**config.mk**
```make
export PLATFORM = sky130hd
export DESIGN_NAME = dsu_line_config_decoder
export DESIGN_NICKNAME = d
export VERILOG_FILES = /design/src/hw/dsu_line_config_pkg.sv /design/src/hw/dsu_line_config_decoder.sv
export VERILOG_INCLUDE_DIRS = /design/src /design/src/hw
export SDC_FILE = /design/constraint.sdc
export NUM_CORES = 1
export LEC_CHECK = 0
export BUFFER_PORTS_ARGS = -buffer_cell sky130_fd_sc_hd__buf_2
export CAP_MARGIN = 20
export CORE_MARGIN = 2
export CORE_UTILIZATION = 51
export CTS_CLUSTER_SIZE = 30
export DETAILED_ROUTE_END_ITERATION = 6
export GPL_ROUTABILITY_DRIVEN = 0
export PLACE_DENSITY = 0.73
export SYNTH_ARGS = -nofsm -noshare
export SYNTH_HDL_FRONTEND = slang
export SYNTH_SLANG_ARGS = --single-unit
```
**constraint.sdc**
```tcl
create_clock -name I_SYS_CLK -period 8.9 [get_ports I_SYS_CLK]
set_input_delay 0.445 -clock I_SYS_CLK [delete_from_list [all_inputs] [get_ports I_SYS_CLK]]
set_output_delay 0.445 -clock I_SYS_CLK [all_outputs]
set_load 0.1 [all_outputs]
```
**src/hw/dsu_line_config_regs.svh**
```systemverilog
// Register offsets, codes, reset values and timing for the line config decoder
// Assumes a 32-bit classic Wishbone slave clocked at 25 MHz
// Function
// - Automatic loop rate locks to line rate
// - Auto sees 64k or 56k-sec as 56k-sec
// - Loop codes 0 auto, 1-7, 9-14
// - Secondary channel only on fixed non-64k rates
// - Loop rate stored apart from terminal rate
// - Two-digit decimal address, default zero
// - Remote config flag, 4 off, 5 on
// - Network type 0 leased, 1-2 switched
// - Switched types enable dialing and dial menu
// - Clock source 1 line, 0 master
// - Master uses oscillator unless external enabled
// - Slow loop forces terminal rate, refuse changes
// - Terminal codes 3-9, 9 follows line
// - Code 8 is 56k sync, 57.6k async
// - Scrambler code 0 off, 1 on
// - Show acceptance briefly after good setting
// - Execute on terminator, lines at most 40
`ifndef DSU_LINE_CONFIG_REGS_SVH
`define DSU_LINE_CONFIG_REGS_SVH

`define ADR_STAGE      8'h00
`define ADR_CHAR       8'h04
`define ADR_TERM       8'h08
`define ADR_STATUS     8'h0C
`define ADR_CONFIG     8'h10
`define ADR_CTRL       8'h14

`define FLD_LOOP       4'h0
`define FLD_ADDR       4'h1
`define FLD_REMOTE     4'h2
`define FLD_NET        4'h3
`define FLD_CLK        4'h4
`define FLD_DTE        4'h5
`define FLD_SCR        4'h6

`define LOOP_AUTO      4'h0
`define LOOP_56K       4'h6
`define LOOP_64K       4'h7
`define LOOP_SEC_LO    4'h9
`define LOOP_56K_SEC   4'hE
`define DTE_LO         4'h3
`define DTE_FOLLOW     4'h9
`define DTE_56K        4'h8
`define NET_LEASED     2'h0
`define ADDR_MAX       7'h63
`define REM_OFF        8'h04
`define REM_ON         8'h05
`define NET_MAX        2'h2
`define SCR_OFF        2'h0
`define SCR_ON         2'h1
`define SCR_ALT        2'h2
`define CLK_MASTER     1'h0
`define CLK_LINE       1'h1

`define TERM_RESET     8'h0D
`define LINE_MAX       6'h28

`define CLK_KHZ        25000
`define SHOW_MS        1000

`endif

```
**src/hw/dsu_line_config_pkg.sv**
```systemverilog
// Types shared by the line config decoder
// Assumes nothing beyond the constants header
package dsu_line_config_pkg;
  typedef enum logic [2:0] {
    RES_NONE     = 3'b000,
    RES_OK       = 3'b001,
    RES_INVALID  = 3'b010,
    RES_REFUSED  = 3'b011,
    RES_REJECTED = 3'b100,
    RES_OVERFLOW = 3'b101
  } result_e;
  typedef enum logic [1:0] {
    SHOW_IDLE    = 2'b00,
    SHOW_ACCEPT  = 2'b01,
    SHOW_FOLLOW  = 2'b10
  } show_e;
endpackage

```
**src/hw/dsu_line_config_decoder.sv**
```systemverilog
// Network and terminal side configuration store and decoder
// Assumes classic Wishbone master, line rate detector pins from another domain
//
// The register offsets and register access over Wishbone are this design's own decisions.
`timescale 1ns/1ps
`include "dsu_line_config_regs.svh"
module dsu_line_config_decoder #(
  parameter int unsigned SHOW_CYCLES = `SHOW_MS * `CLK_KHZ
) (
  input  wire logic        I_SYS_CLK,
  input  wire logic        I_NRST,
  input  wire logic        I_WB_CYC,
  input  wire logic        I_WB_STB,
  input  wire logic        I_WB_WE,
  input  wire logic [7:0]  I_WB_ADR,
  input  wire logic [3:0]  I_WB_SEL,
  input  wire logic [31:0] I_WB_DAT,
  output logic      [31:0] O_WB_DAT,
  output logic             O_WB_ACK,
  input  wire logic [3:0]  I_LINE_RATE,
  input  wire logic        I_LINE_LOCK,
  output logic      [3:0]  O_LOOP_RATE,
  output logic      [3:0]  O_DTE_RATE,
  output logic             O_DTE_57K6,
  output logic             O_SEC_OFFER,
  output logic             O_DIAL_MENU,
  output logic             O_MASTER_TIMING,
  output logic             O_EXT_REF,
  output logic             O_SCRAMBLE,
  output logic             O_INVERT,
  output logic             O_LOOP_CODE_SUPPRESS,
  output logic             O_ACCEPT_SHOW,
  output logic             O_FOLLOW_SHOW
);

  ////////////////////////////////////////////////////////////////////////////
  // Helpers

  function automatic logic below_56k(input logic [3:0] rate);
    below_56k = ((rate > `LOOP_AUTO) && (rate < `LOOP_56K)) ||
                ((rate >= `LOOP_SEC_LO) && (rate < `LOOP_56K_SEC));
  endfunction

  function automatic logic loop_code_ok(input logic [3:0] rate);
    loop_code_ok = (rate <= `LOOP_64K) ||
                   ((rate >= `LOOP_SEC_LO) && (rate <= `LOOP_56K_SEC));
  endfunction

  ////////////////////////////////////////////////////////////////////////////
  // Reset release

  logic rst_meta;
  logic rst_n;

  always_ff @(posedge I_SYS_CLK or negedge I_NRST) begin
    if (!I_NRST) begin
      rst_meta <= 1'b0;
      rst_n    <= 1'b0;
    end else begin
      rst_meta <= 1'b1;
      rst_n    <= rst_meta;
    end
  end

  ////////////////////////////////////////////////////////////////////////////
  // Line rate detector inputs, three stages

  logic [4:0] line_s1;
  logic [4:0] line_s2;
  logic [4:0] line_s3;
  logic [4:0] line_stable;

  always_ff @(posedge I_SYS_CLK or negedge rst_n) begin
    if (!rst_n) begin
      line_s1     <= 5'h00;
      line_s2     <= 5'h00;
      line_s3     <= 5'h00;
      line_stable <= 5'h00;
    end else begin
      line_s1 <= {I_LINE_LOCK, I_LINE_RATE};
      line_s2 <= line_s1;
      line_s3 <= line_s2;
      if (line_s2 == line_s3) begin
        line_stable <= line_s3;
      end
    end
  end

  ////////////////////////////////////////////////////////////////////////////
  // Stored settings

  logic [3:0] loop_rate;
  logic [6:0] net_addr;
  logic       remote_en;
  logic [1:0] net_type;
  logic       clk_src;
  logic [3:0] dte_code;
  logic [1:0] scr_code;
  logic [7:0] stage_val;
  logic [3:0] stage_fld;
  logic       stage_remote;
  logic [7:0] term_char;
  logic [5:0] line_len;
  logic       ext_clk_opt;
  logic       async_fmt;
  dsu_line_config_pkg::result_e last_result;

  ////////////////////////////////////////////////////////////////////////////
  // Bus decode

  logic        bus_req;
  logic        wr_low;
  logic        wr_stage;
  logic        wr_char;
  logic        wr_term;
  logic        wr_ctrl;

  assign bus_req  = I_WB_CYC & I_WB_STB;
  assign wr_low   = bus_req & I_WB_WE & O_WB_ACK & I_WB_SEL[0];
  assign wr_stage = wr_low & (I_WB_ADR == `ADR_STAGE);
  assign wr_char  = wr_low & (I_WB_ADR == `ADR_CHAR);
  assign wr_term  = wr_low & (I_WB_ADR == `ADR_TERM);
  assign wr_ctrl  = wr_low & (I_WB_ADR == `ADR_CTRL);

  ////////////////////////////////////////////////////////////////////////////
  // Line assembly and command decode

  logic       is_term;
  logic       too_long;
  logic       exec;
  logic [3:0] eff_loop;
  logic       field_ok;
  logic       follow_refuse;
  logic       remote_block;
  dsu_line_config_pkg::result_e next_result;

  assign is_term  = wr_char & (I_WB_DAT[7:0] == term_char);
  assign too_long = wr_char & ~is_term & (line_len == `LINE_MAX);
  assign exec     = is_term;

  assign field_ok =
    (stage_fld == `FLD_LOOP)   ? loop_code_ok(stage_val[3:0]) & (stage_val[7:4] == 4'h0) :
    (stage_fld == `FLD_ADDR)   ? (stage_val <= {1'b0, `ADDR_MAX}) :
    (stage_fld == `FLD_REMOTE) ? (stage_val == `REM_OFF) | (stage_val == `REM_ON) :
    (stage_fld == `FLD_NET)    ? (stage_val <= {6'h00, `NET_MAX}) :
    (stage_fld == `FLD_CLK)    ? (stage_val <= {7'h00, `CLK_LINE}) :
    (stage_fld == `FLD_DTE)    ? (stage_val >= {4'h0, `DTE_LO}) &
                                 (stage_val <= {4'h0, `DTE_FOLLOW}) :
    (stage_fld == `FLD_SCR)    ? (stage_val <= {6'h00, `SCR_ALT}) :
    1'b0;

  assign follow_refuse = (stage_fld == `FLD_DTE) & below_56k(eff_loop);
  assign remote_block  = stage_remote & ~remote_en;

  assign next_result = remote_block  ? dsu_line_config_pkg::RES_REJECTED :
                       !field_ok     ? dsu_line_config_pkg::RES_INVALID  :
                       follow_refuse ? dsu_line_config_pkg::RES_REFUSED  :
                                       dsu_line_config_pkg::RES_OK;

  logic do_set;
  assign do_set = exec & (next_result == dsu_line_config_pkg::RES_OK);

  always_ff @(posedge I_SYS_CLK or negedge rst_n) begin
    if (!rst_n) begin
      stage_val    <= 8'h00;
      stage_fld    <= 4'h0;
      stage_remote <= 1'b0;
      term_char    <= `TERM_RESET;
      line_len     <= 6'h00;
      ext_clk_opt  <= 1'b0;
      async_fmt    <= 1'b0;
      last_result  <= dsu_line_config_pkg::RES_NONE;
    end else begin
      if (wr_stage) begin
        stage_val    <= I_WB_DAT[7:0];
        stage_fld    <= I_WB_DAT[11:8];
        stage_remote <= I_WB_DAT[16];
      end
      if (wr_term) begin
        term_char <= I_WB_DAT[7:0];
      end
      if (wr_ctrl) begin
        ext_clk_opt <= I_WB_DAT[0];
        async_fmt   <= I_WB_DAT[1];
      end
      if (is_term || too_long) begin
        line_len <= 6'h00;
      end else if (wr_char) begin
        line_len <= line_len + 6'h01;
      end
      if (exec) begin
        last_result <= next_result;
      end else if (too_long) begin
        last_result <= dsu_line_config_pkg::RES_OVERFLOW;
      end
    end
  end

  // Each setting has its own storage; one command touches one field
  always_ff @(posedge I_SYS_CLK or negedge rst_n) begin
    if (!rst_n) begin
      loop_rate <= `LOOP_AUTO;
      net_addr  <= 7'h00;
      remote_en <= 1'b1;
      net_type  <= 2'h0;
      clk_src   <= `CLK_LINE;
      dte_code  <= `DTE_FOLLOW;
      scr_code  <= `SCR_OFF;
    end else if (do_set) begin
      case (stage_fld)
        `FLD_LOOP:   loop_rate <= stage_val[3:0];
        `FLD_ADDR:   net_addr  <= stage_val[6:0];
        `FLD_REMOTE: remote_en <= (stage_val == `REM_ON);
        `FLD_NET:    net_type  <= stage_val[1:0];
        `FLD_CLK:    clk_src   <= stage_val[0];
        `FLD_DTE:    dte_code  <= stage_val[3:0];
        `FLD_SCR:    scr_code  <= stage_val[1:0];
        default:     loop_rate <= loop_rate;
      endcase
    end
  end

  ////////////////////////////////////////////////////////////////////////////
  // Effective operating state

  logic [3:0] detect_rate;
  logic       detect_ok;
  logic [3:0] next_eff_loop;
  logic [3:0] next_dte;
  logic       scr_applies;

  assign detect_ok   = line_stable[4] & loop_code_ok(line_stable[3:0]) &
                       (line_stable[3:0] != `LOOP_AUTO);
  assign detect_rate = (line_stable[3:0] == `LOOP_64K) ? `LOOP_56K_SEC :
                       line_stable[3:0];
  assign next_eff_loop = (loop_rate != `LOOP_AUTO) ? loop_rate :
                         detect_ok ? detect_rate : `LOOP_AUTO;
  assign next_dte = below_56k(eff_loop) ? `DTE_FOLLOW : dte_code;
  assign scr_applies = (eff_loop == `LOOP_56K_SEC) | (eff_loop == `LOOP_64K);

  always_ff @(posedge I_SYS_CLK or negedge rst_n) begin
    if (!rst_n) begin
      eff_loop             <= `LOOP_AUTO;
      O_LOOP_RATE          <= `LOOP_AUTO;
      O_DTE_RATE           <= `DTE_FOLLOW;
      O_DTE_57K6           <= 1'b0;
      O_SEC_OFFER          <= 1'b0;
      O_DIAL_MENU          <= 1'b0;
      O_MASTER_TIMING      <= 1'b0;
      O_EXT_REF            <= 1'b0;
      O_SCRAMBLE           <= 1'b0;
      O_INVERT             <= 1'b0;
      O_LOOP_CODE_SUPPRESS <= 1'b0;
    end else begin
      eff_loop             <= next_eff_loop;
      O_LOOP_RATE          <= eff_loop;
      O_DTE_RATE           <= next_dte;
      O_DTE_57K6           <= (next_dte == `DTE_56K) & async_fmt;
      O_SEC_OFFER          <= (loop_rate != `LOOP_AUTO) & (loop_rate != `LOOP_64K);
      O_DIAL_MENU          <= (net_type != `NET_LEASED);
      O_MASTER_TIMING      <= (clk_src == `CLK_MASTER);
      O_EXT_REF            <= (clk_src == `CLK_MASTER) & ext_clk_opt;
      O_SCRAMBLE           <= scr_applies & (scr_code == `SCR_ON);
      O_INVERT             <= (eff_loop == `LOOP_56K_SEC) & (scr_code == `SCR_ALT);
      O_LOOP_CODE_SUPPRESS <= (eff_loop == `LOOP_64K) & (scr_code == `SCR_ALT);
    end
  end

  ////////////////////////////////////////////////////////////////////////////
  // Brief indications

  dsu_line_config_pkg::show_e show_state;
  dsu_line_config_pkg::show_e next_show;
  logic [31:0] show_cnt;
  logic        show_done;

  assign show_done = (show_cnt == (SHOW_CYCLES - 32'h1));

  always_comb begin
    next_show = show_state;
    if (exec && next_result == dsu_line_config_pkg::RES_OK) begin
      next_show = dsu_line_config_pkg::SHOW_ACCEPT;
    end else if (exec && next_result == dsu_line_config_pkg::RES_REFUSED) begin
      next_show = dsu_line_config_pkg::SHOW_FOLLOW;
    end else begin
      case (show_state)
        dsu_line_config_pkg::SHOW_IDLE:   next_show = show_state;
        dsu_line_config_pkg::SHOW_ACCEPT,
        dsu_line_config_pkg::SHOW_FOLLOW: begin
          if (show_done) begin
            next_show = dsu_line_config_pkg::SHOW_IDLE;
          end
        end
        default: next_show = dsu_line_config_pkg::SHOW_IDLE;
      endcase
    end
  end

  always_ff @(posedge I_SYS_CLK or negedge rst_n) begin
    if (!rst_n) begin
      show_state    <= dsu_line_config_pkg::SHOW_IDLE;
      show_cnt      <= 32'h0;
      O_ACCEPT_SHOW <= 1'b0;
      O_FOLLOW_SHOW <= 1'b0;
    end else begin
      show_state <= next_show;
      if (exec || next_show == dsu_line_config_pkg::SHOW_IDLE) begin
        show_cnt <= 32'h0;
      end else begin
        show_cnt <= show_cnt + 32'h1;
      end
      O_ACCEPT_SHOW <= (next_show == dsu_line_config_pkg::SHOW_ACCEPT);
      O_FOLLOW_SHOW <= (next_show == dsu_line_config_pkg::SHOW_FOLLOW);
    end
  end

  ////////////////////////////////////////////////////////////////////////////
  // Read mux and acknowledge

  logic [31:0] rd_data;

  assign rd_data =
    (I_WB_ADR == `ADR_STAGE)  ? {15'h0, stage_remote, 4'h0, stage_fld, stage_val} :
    (I_WB_ADR == `ADR_CHAR)   ? {26'h0, line_len} :
    (I_WB_ADR == `ADR_TERM)   ? {24'h0, term_char} :
    (I_WB_ADR == `ADR_STATUS) ? {16'h0, O_DTE_RATE, eff_loop, 2'h0, detect_ok,
                                 O_FOLLOW_SHOW, O_ACCEPT_SHOW, last_result} :
    (I_WB_ADR == `ADR_CONFIG) ? {10'h0, scr_code, dte_code, 1'b0, clk_src,
                                 net_type, remote_en, net_addr, loop_rate} :
    (I_WB_ADR == `ADR_CTRL)   ? {30'h0, async_fmt, ext_clk_opt} :
    32'h0;

  always_ff @(posedge I_SYS_CLK or negedge rst_n) begin
    if (!rst_n) begin
      O_WB_ACK <= 1'b0;
      O_WB_DAT <= 32'h0;
    end else begin
      O_WB_ACK <= bus_req & ~O_WB_ACK;
      O_WB_DAT <= (bus_req & ~O_WB_ACK & ~I_WB_WE) ? rd_data : 32'h0;
    end
  end

endmodule // dsu_line_config_decoder

```
[Word-level counts from Yosys, hierarchy flattened]
Cells that the tools add are included.
Word-level totals
  word-level logic and storage cells: 177
  register bits after elaboration: 154
  bits of input ports: 54
  output and inout port bits: 51
Operators by class
  eq/ne operators: 30
  bitwise gates (word level): 33
  reductions and logical operators: 29
  $add $sub $neg: 2
  $lt $le $gt $ge: 15
  muxes and demuxes: 30
Operators by type and width (count)
  22-bit 2-to-1 mux: 6
  32-bit by 1-bit adder with 32-bit output, second input constant: 1
  32-bit by 25-bit equality test with 1-bit output, second input constant: 1
  32-bit 2-to-1 mux: 1
  1-bit bitwise AND: 26
  8-bit by 3-bit equality test with 1-bit output, second input constant: 3
  4-bit by 3-bit equality test with 1-bit output, second input constant: 5
  8-bit by 4-bit equality test with 1-bit output, second input constant: 2
  8-bit by 5-bit equality test with 1-bit output, second input constant: 2
  4-bit 2-to-1 mux: 4
  2-bit AND reduction: 7
  4-bit >= comparator, second input constant: 3
  2-bit 2-to-1 mux: 6
  6-bit 2-to-1 mux: 2
  3-bit 2-to-1 mux: 3
  4-bit by 2-bit equality test with 1-bit output, second input constant: 2
  4-bit equality test, second input constant: 2
  8-bit equality test: 1
  8-bit by 2-bit >= comparator with 1-bit output, second input constant: 1
  4-bit by 3-bit <= comparator with 1-bit output, second input constant: 2
  4-bit <= comparator, second input constant: 2
  8-bit by 1-bit <= comparator with 1-bit output, second input constant: 1
  8-bit by 2-bit <= comparator with 1-bit output, second input constant: 1
  8-bit by 4-bit <= comparator with 1-bit output, second input constant: 1
  25 further kinds: 54

[Longest topological paths before layout]
  depth after elaboration: 17
  mapped depth: 8

[Worst setup path before layout]
OpenSTA, ideal clock, no wires.
  kind: flip-flop to flip-flop
  start: reg O_WB_ACK
  end: reg dte_code[1]
  arrival time: 2.643 ns
  library setup time: 0.128 ns
  stages on the path, launching flop included: 7
  path slack: 6.130 ns
  required time: 8.772 ns
  buffers on the path: 2
  period minus slack after synthesis: 2.770 ns
  cell sequence: dfrtp_1 -> and3_1 -> buf_4 -> or4b_1 -> buf_2 -> a2111oi_4 -> mux2_1
On the way
  longest elaborated chain between the ends: 6
Ends and longest elaborated chain
  start: declaration: line dsu_line_config_decoder.sv:19  | output logic O_WB_ACK,
  start signal: assignment: line dsu_line_config_decoder.sv:338  | O_WB_ACK <= bus_req & ~O_WB_ACK;
  1-bit bitwise AND (2 in series): line dsu_line_config_decoder.sv:119  | assign wr_low = bus_req & I_WB_WE & O_WB_ACK & I_WB_SEL[0];
  1-bit bitwise AND: line dsu_line_config_decoder.sv:121  | assign wr_char = wr_low & (I_WB_ADR == `ADR_CHAR);
  1-bit bitwise AND: line dsu_line_config_decoder.sv:137  | assign is_term = wr_char & (I_WB_DAT[7:0] == term_char);
  1-bit bitwise AND: line dsu_line_config_decoder.sv:161  | assign do_set = exec & (next_result == dsu_line_config_pkg::RES_OK);
  2-bit AND reduction (no source line)
  end signal: assignment: line dsu_line_config_decoder.sv:207  | dte_code <= `DTE_FOLLOW;
  end signal: assignment: line dsu_line_config_decoder.sv:216  | `FLD_DTE: dte_code <= stage_val[3:0];
  end: declaration: line dsu_line_config_decoder.sv:97  | logic [3:0] dte_code;
Every way passes these cells.
A chain may end at the register's enable or synchronous reset.

[Worst setup path in the final report]
  start: reg stage_val[3]
  end: reg net_addr[2]
On the way
  longest elaborated chain between the ends: 13
  elaborated cells on any way between the ends: 27
  those cells by class: order compare: 8; eq/ne: 3; mux: 9; bitwise: 4; reduce/logical: 3
Ends and longest elaborated chain
  start: declaration: line dsu_line_config_decoder.sv:99  | logic [7:0] stage_val;
  start signal: assignment: line dsu_line_config_decoder.sv:175  | stage_val <= I_WB_DAT[7:0];
  8-bit by 2-bit <= comparator with 1-bit output, or another cell as far along: line dsu_line_config_decoder.sv:145, dsu_line_config_decoder.sv:149
  1-bit 2-to-1 mux / 1-bit bitwise AND (equally long branches): line dsu_line_config_decoder.sv:149, dsu_line_config_decoder.sv:147
  1-bit 2-to-1 mux: line dsu_line_config_decoder.sv:147  | (stage_fld == `FLD_DTE) ? (stage_val >= {4'h0, `DTE_LO}) &
  1-bit 2-to-1 mux: line dsu_line_config_decoder.sv:146  | (stage_fld == `FLD_CLK) ? (stage_val <= {7'h00, `CLK_LINE}) :
  1-bit 2-to-1 mux: line dsu_line_config_decoder.sv:145  | (stage_fld == `FLD_NET) ? (stage_val <= {6'h00, `NET_MAX}) :
  1-bit 2-to-1 mux: line dsu_line_config_decoder.sv:144  | (stage_fld == `FLD_REMOTE) ? (stage_val == `REM_OFF) | (stage_val == `REM_ON) :
  1-bit 2-to-1 mux: line dsu_line_config_decoder.sv:143  | (stage_fld == `FLD_ADDR) ? (stage_val <= {1'b0, `ADDR_MAX}) :
  1-bit 2-to-1 mux (*): line dsu_line_config_decoder.sv:142  | (stage_fld == `FLD_LOOP) ? loop_code_ok(stage_val[3:0]) & (stage_val[7:4] == 4'h0) :
  2-bit 2-to-1 mux (*): line dsu_line_config_decoder.sv:156  | !field_ok ? dsu_line_config_pkg::RES_INVALID :
  3-bit 2-to-1 mux (*): line dsu_line_config_decoder.sv:155  | assign next_result = remote_block ? dsu_line_config_pkg::RES_REJECTED :
  3-bit by 1-bit equality test with 1-bit output (*): line dsu_line_config_decoder.sv:161
  1-bit bitwise AND (*): line dsu_line_config_decoder.sv:161
  2-bit AND reduction (no source line) (*)
  end signal: assignment: line dsu_line_config_decoder.sv:212  | `FLD_ADDR: net_addr <= stage_val[6:0];
  end: declaration: line dsu_line_config_decoder.sv:93  | logic [6:0] net_addr;
Mark *: on every way between the ends. The rest lies on a longest branch, timed or not.

==> key figures <==
Critical path
  • Slowest-stage cell, CP: dfrtp_1
  • CP Buf/Inv Count: 0
  • CP Launch Type: flip-flop
  • Top fanout value on the critical path: 13
  • CP Cell Sequence: or4b_1, and4_1, a211o_1, o2111ai_2, mux2_2
  • Worst Path Arrival: between 2000 and 3000 ps
  • CP delay by family, top: compound AO/OA/AOI/OAI gates
  • CP Capture Type: flip-flop
  • Crit Path Category: flip-flop to flip-flop
  • Slowest Stage Delay on Critical Path: 680 ps
  • Worst Path Required: 9200 ps

Synthesis
  • Main combinational cell family by area after synthesis: simple AND/OR/NAND/NOR gates
  • Post-synthesis xor/xnor area fraction: under 10%
  • Synthesized area: 7040 um2
  • Avg Cell Area, Syn: 11.6 um2
  • Post-synthesis compound-gate area fraction: 7.57%
  • Adder-cell share of the synthesized area: less than 1%
  • EDFF count, synth: 0
  • Synth top area share: 51.5%
  • Primary FF master, synth: dfrtp_1
  • Seq/Total Area, Yosys: roughly 55%
  • Yosys Warn Count: 0
  • Post-synth cell types: 68
  • Area contributors post-synth: dfrtp_1 52%, mux2_2 7.2%, xnor2_1 4.6%
  • Synthesis-stage register bit count: roughly 150
  • Async SR Flop Fraction: 100%
  • Syn Inst Count: between 600 and 700
  • Simple logic cell fraction of the synthesized area: 17.4%
  • Post-synthesis mux area share: under 10%
  • Yosys top cell by area: dfrtp_1

Clocking
  • CTS tree: yes
  • Clock transition at path regs: roughly 60 ps
  • Clock Path Buffers: 2
  • H-tree levels: 4
  • Root buf cell: clkbuf_16
  • CTS buffer count: 17
  • Clk sinks: 154
  • Clk Latency, worst-skew pair: 420 ps

GRT
  • GRT Overall Usage: approximately 22%
  • Initial antenna violation count: 0
  • First-pass GRT wire length: approximately 25000 um
  • Vias in the first global route: approximately 4900
  • Grt ovf: 0
  • Pin count of the biggest net entering global routing: between 80 and 90

Timing
  • Slew Viols, Final: 0
  • Max Freq: roughly 0.37 GHz
  • Period utilisation layout: 30.0%
  • Final Hold Viols: 0
  • Slew margin rel.: between 30 and 40%
  • Setup TNS: 0 ps
  • Final setup viols: 0
  • Worst Tran Pin Value: between 1000 and 1500 ps
  • Layout Skew: about 13 ps
  • Fin crit period: ~2700 ps
  • Unrepaired setup endpoints after global routing: no

Layout
  • Non-Filler Instances: about 860
  • Core Util, Final: 61.2%
  • Fillers: between 1000 and 1500
  • Share of cells above drive strength 1: roughly a quarter
  • Area growth from synthesis to layout: 16.0%
  • Antenna Cells: 0
  • Final nets: ~730

Pwr
  • Pwr Density: ~210 nW/um2
  • Peak VDD IR: around 0.12 mV
  • P_leak: around 0.0037 uW

Placed design
  • Dpl cells: roughly 830
  • Port Buf Inserts: just over 70
  • DP Wirelength: ~11000 um

Route
  • First-pass DRT Iterations: 5
  • DRT iter0 DRCs: between 300 and 400
  • Routed Antenna Nets: 0
  • Vias: a little under 5000
  • Vias per inst: 5.74
  • Post-route DRC violation count: 0
  • Drt wl/cell: about 18 um
  • Final wirelength: roughly 15000 um

Worst hold path
  • Worst hold path class: primary input to flip-flop

Die
  • Core area: between 10000 and 15000 um2
  • Vert. Die Dim: 121 um
  • Die width: approximately 120 um
  • I/O pin count: about 110
  • Initial Utilization: a little over half
  • Die ar.: 14800 um2
  • Rows: 42

Run
  • Maxcap violations: 0

Run status
  • Status: completed
cells in the final DEF (no fill, tap or decap), drive strengths merged, types with 10 or more instances in the layout:
cell type	count
buf	75
and3	10
nor2	74
dfrtp	145
nor3	19
clkbuf	20
nand4	16
conb	11
inv	18
nand2	22
xnor2	37
nand3	15
mux2	51
nor4	10
a21oi	11
flip-flops by register name, summed over array words and instances, names as in the netlist, 5 cells and up:
signal,flops
net_addr,7
line_stable,5
stage_val,8
O_WB_DAT,22
line_s2,5
show_cnt,32
line_len,6
line_s1,5
term_char,8
line_s3,5
per-stage QoR:
step | instance area [um2] | hold WS (ps) | total power [uW] | setup slack, ps
3_3_place_gp | 7500 | 230 | 961 | 5970
4_1_cts | 8140 | 114 | 1730 | 6230
2_1_floorplan | 7070 | 149 | 926 | 4310
5_1_grt | 8160 | 105 | 1780 | 6130
6_report | 8160 | 128 | 1720 | 6230
3_5_place_dp | 7500 | 231 | 967 | 5940
report_power, final:
group,switching (uW),internal [uW]
clock network,277,483
registers,34.6,734
logic,143,45.8
logic make-up (layout without fill, tap and decap cells):
| logic type | count (synthesis) | after routing |
|---|---|---|
| AOI/OAI and AO/OA | 64 | 64 |
| xor gates and xnor gates | 46 | 46 |
| adders and majority gates | 5 | 5 |
| buffers and inverters | 53 | 125 |
| DFF | 154 | 154 |
| muxes | 61 | 61 |
| other | 2 | 11 |
| and+or+nand+nor | 221 | 221 |
worst paths after layout:
check                           slack, ps            from           to  cells past startpoint
max in group asynchronous            7250           rst_n  dte_code[0]                      2
worst min-delay path                  130  I_LINE_RATE[0]   line_s1[0]                      1
worst max-delay path                 6230    stage_val[3]  net_addr[2]                      5
worst max register to register       6230    stage_val[3]  net_addr[2]                      5
worst min register to register        350      line_s1[2]   line_s2[2]                      0
min in group asynchronous             350          I_NRST        rst_n                      2
area by class of cell:
type / instances / area (um2) / share of cell area (%)
clock buffers: 20 / 457 / 5.59
clock inverters: 12 / 171 / 2.10
inverters: 17 / 63.8 / 0.782
multi-input cells: 408 / 2970 / 36.4
flip-flops and latches: 154 / 3870 / 47.4
well taps: 176 / 220 / 2.70
repair buffers: 76 / 413 / 5.06
synthesized netlist by cell type (8+ instances only):
cell type,count
a22oi_1,9
and4_1,8
and3_1,10
dfrtp_1,145
xnor2_1,37
nor4_1,8
buf_4,11
nand2_1,21
xor2_1,9
mux2_2,45
a21oi_1,11
nor3_1,18
clkbuf_1,21
nand4_1,16
inv_1,17
nor2_1,74
mux2i_1,8
nand3_1,15
dfstp_2,9
per-layer routing:
metal	track usage, %	wire [um]
met5	0	0
met4	8.76	381
met3	5.36	805
met2	35.4	7560
met1	28.9	6460
timing repair:
action                    4_1_cts  5_1_grt
gates resized for setup         0        0
hold buffers                    1        0
hold endpoints to repair        2        0
buffers inserted                0        0
No activity file was read; power rests on OpenSTA's default activity.
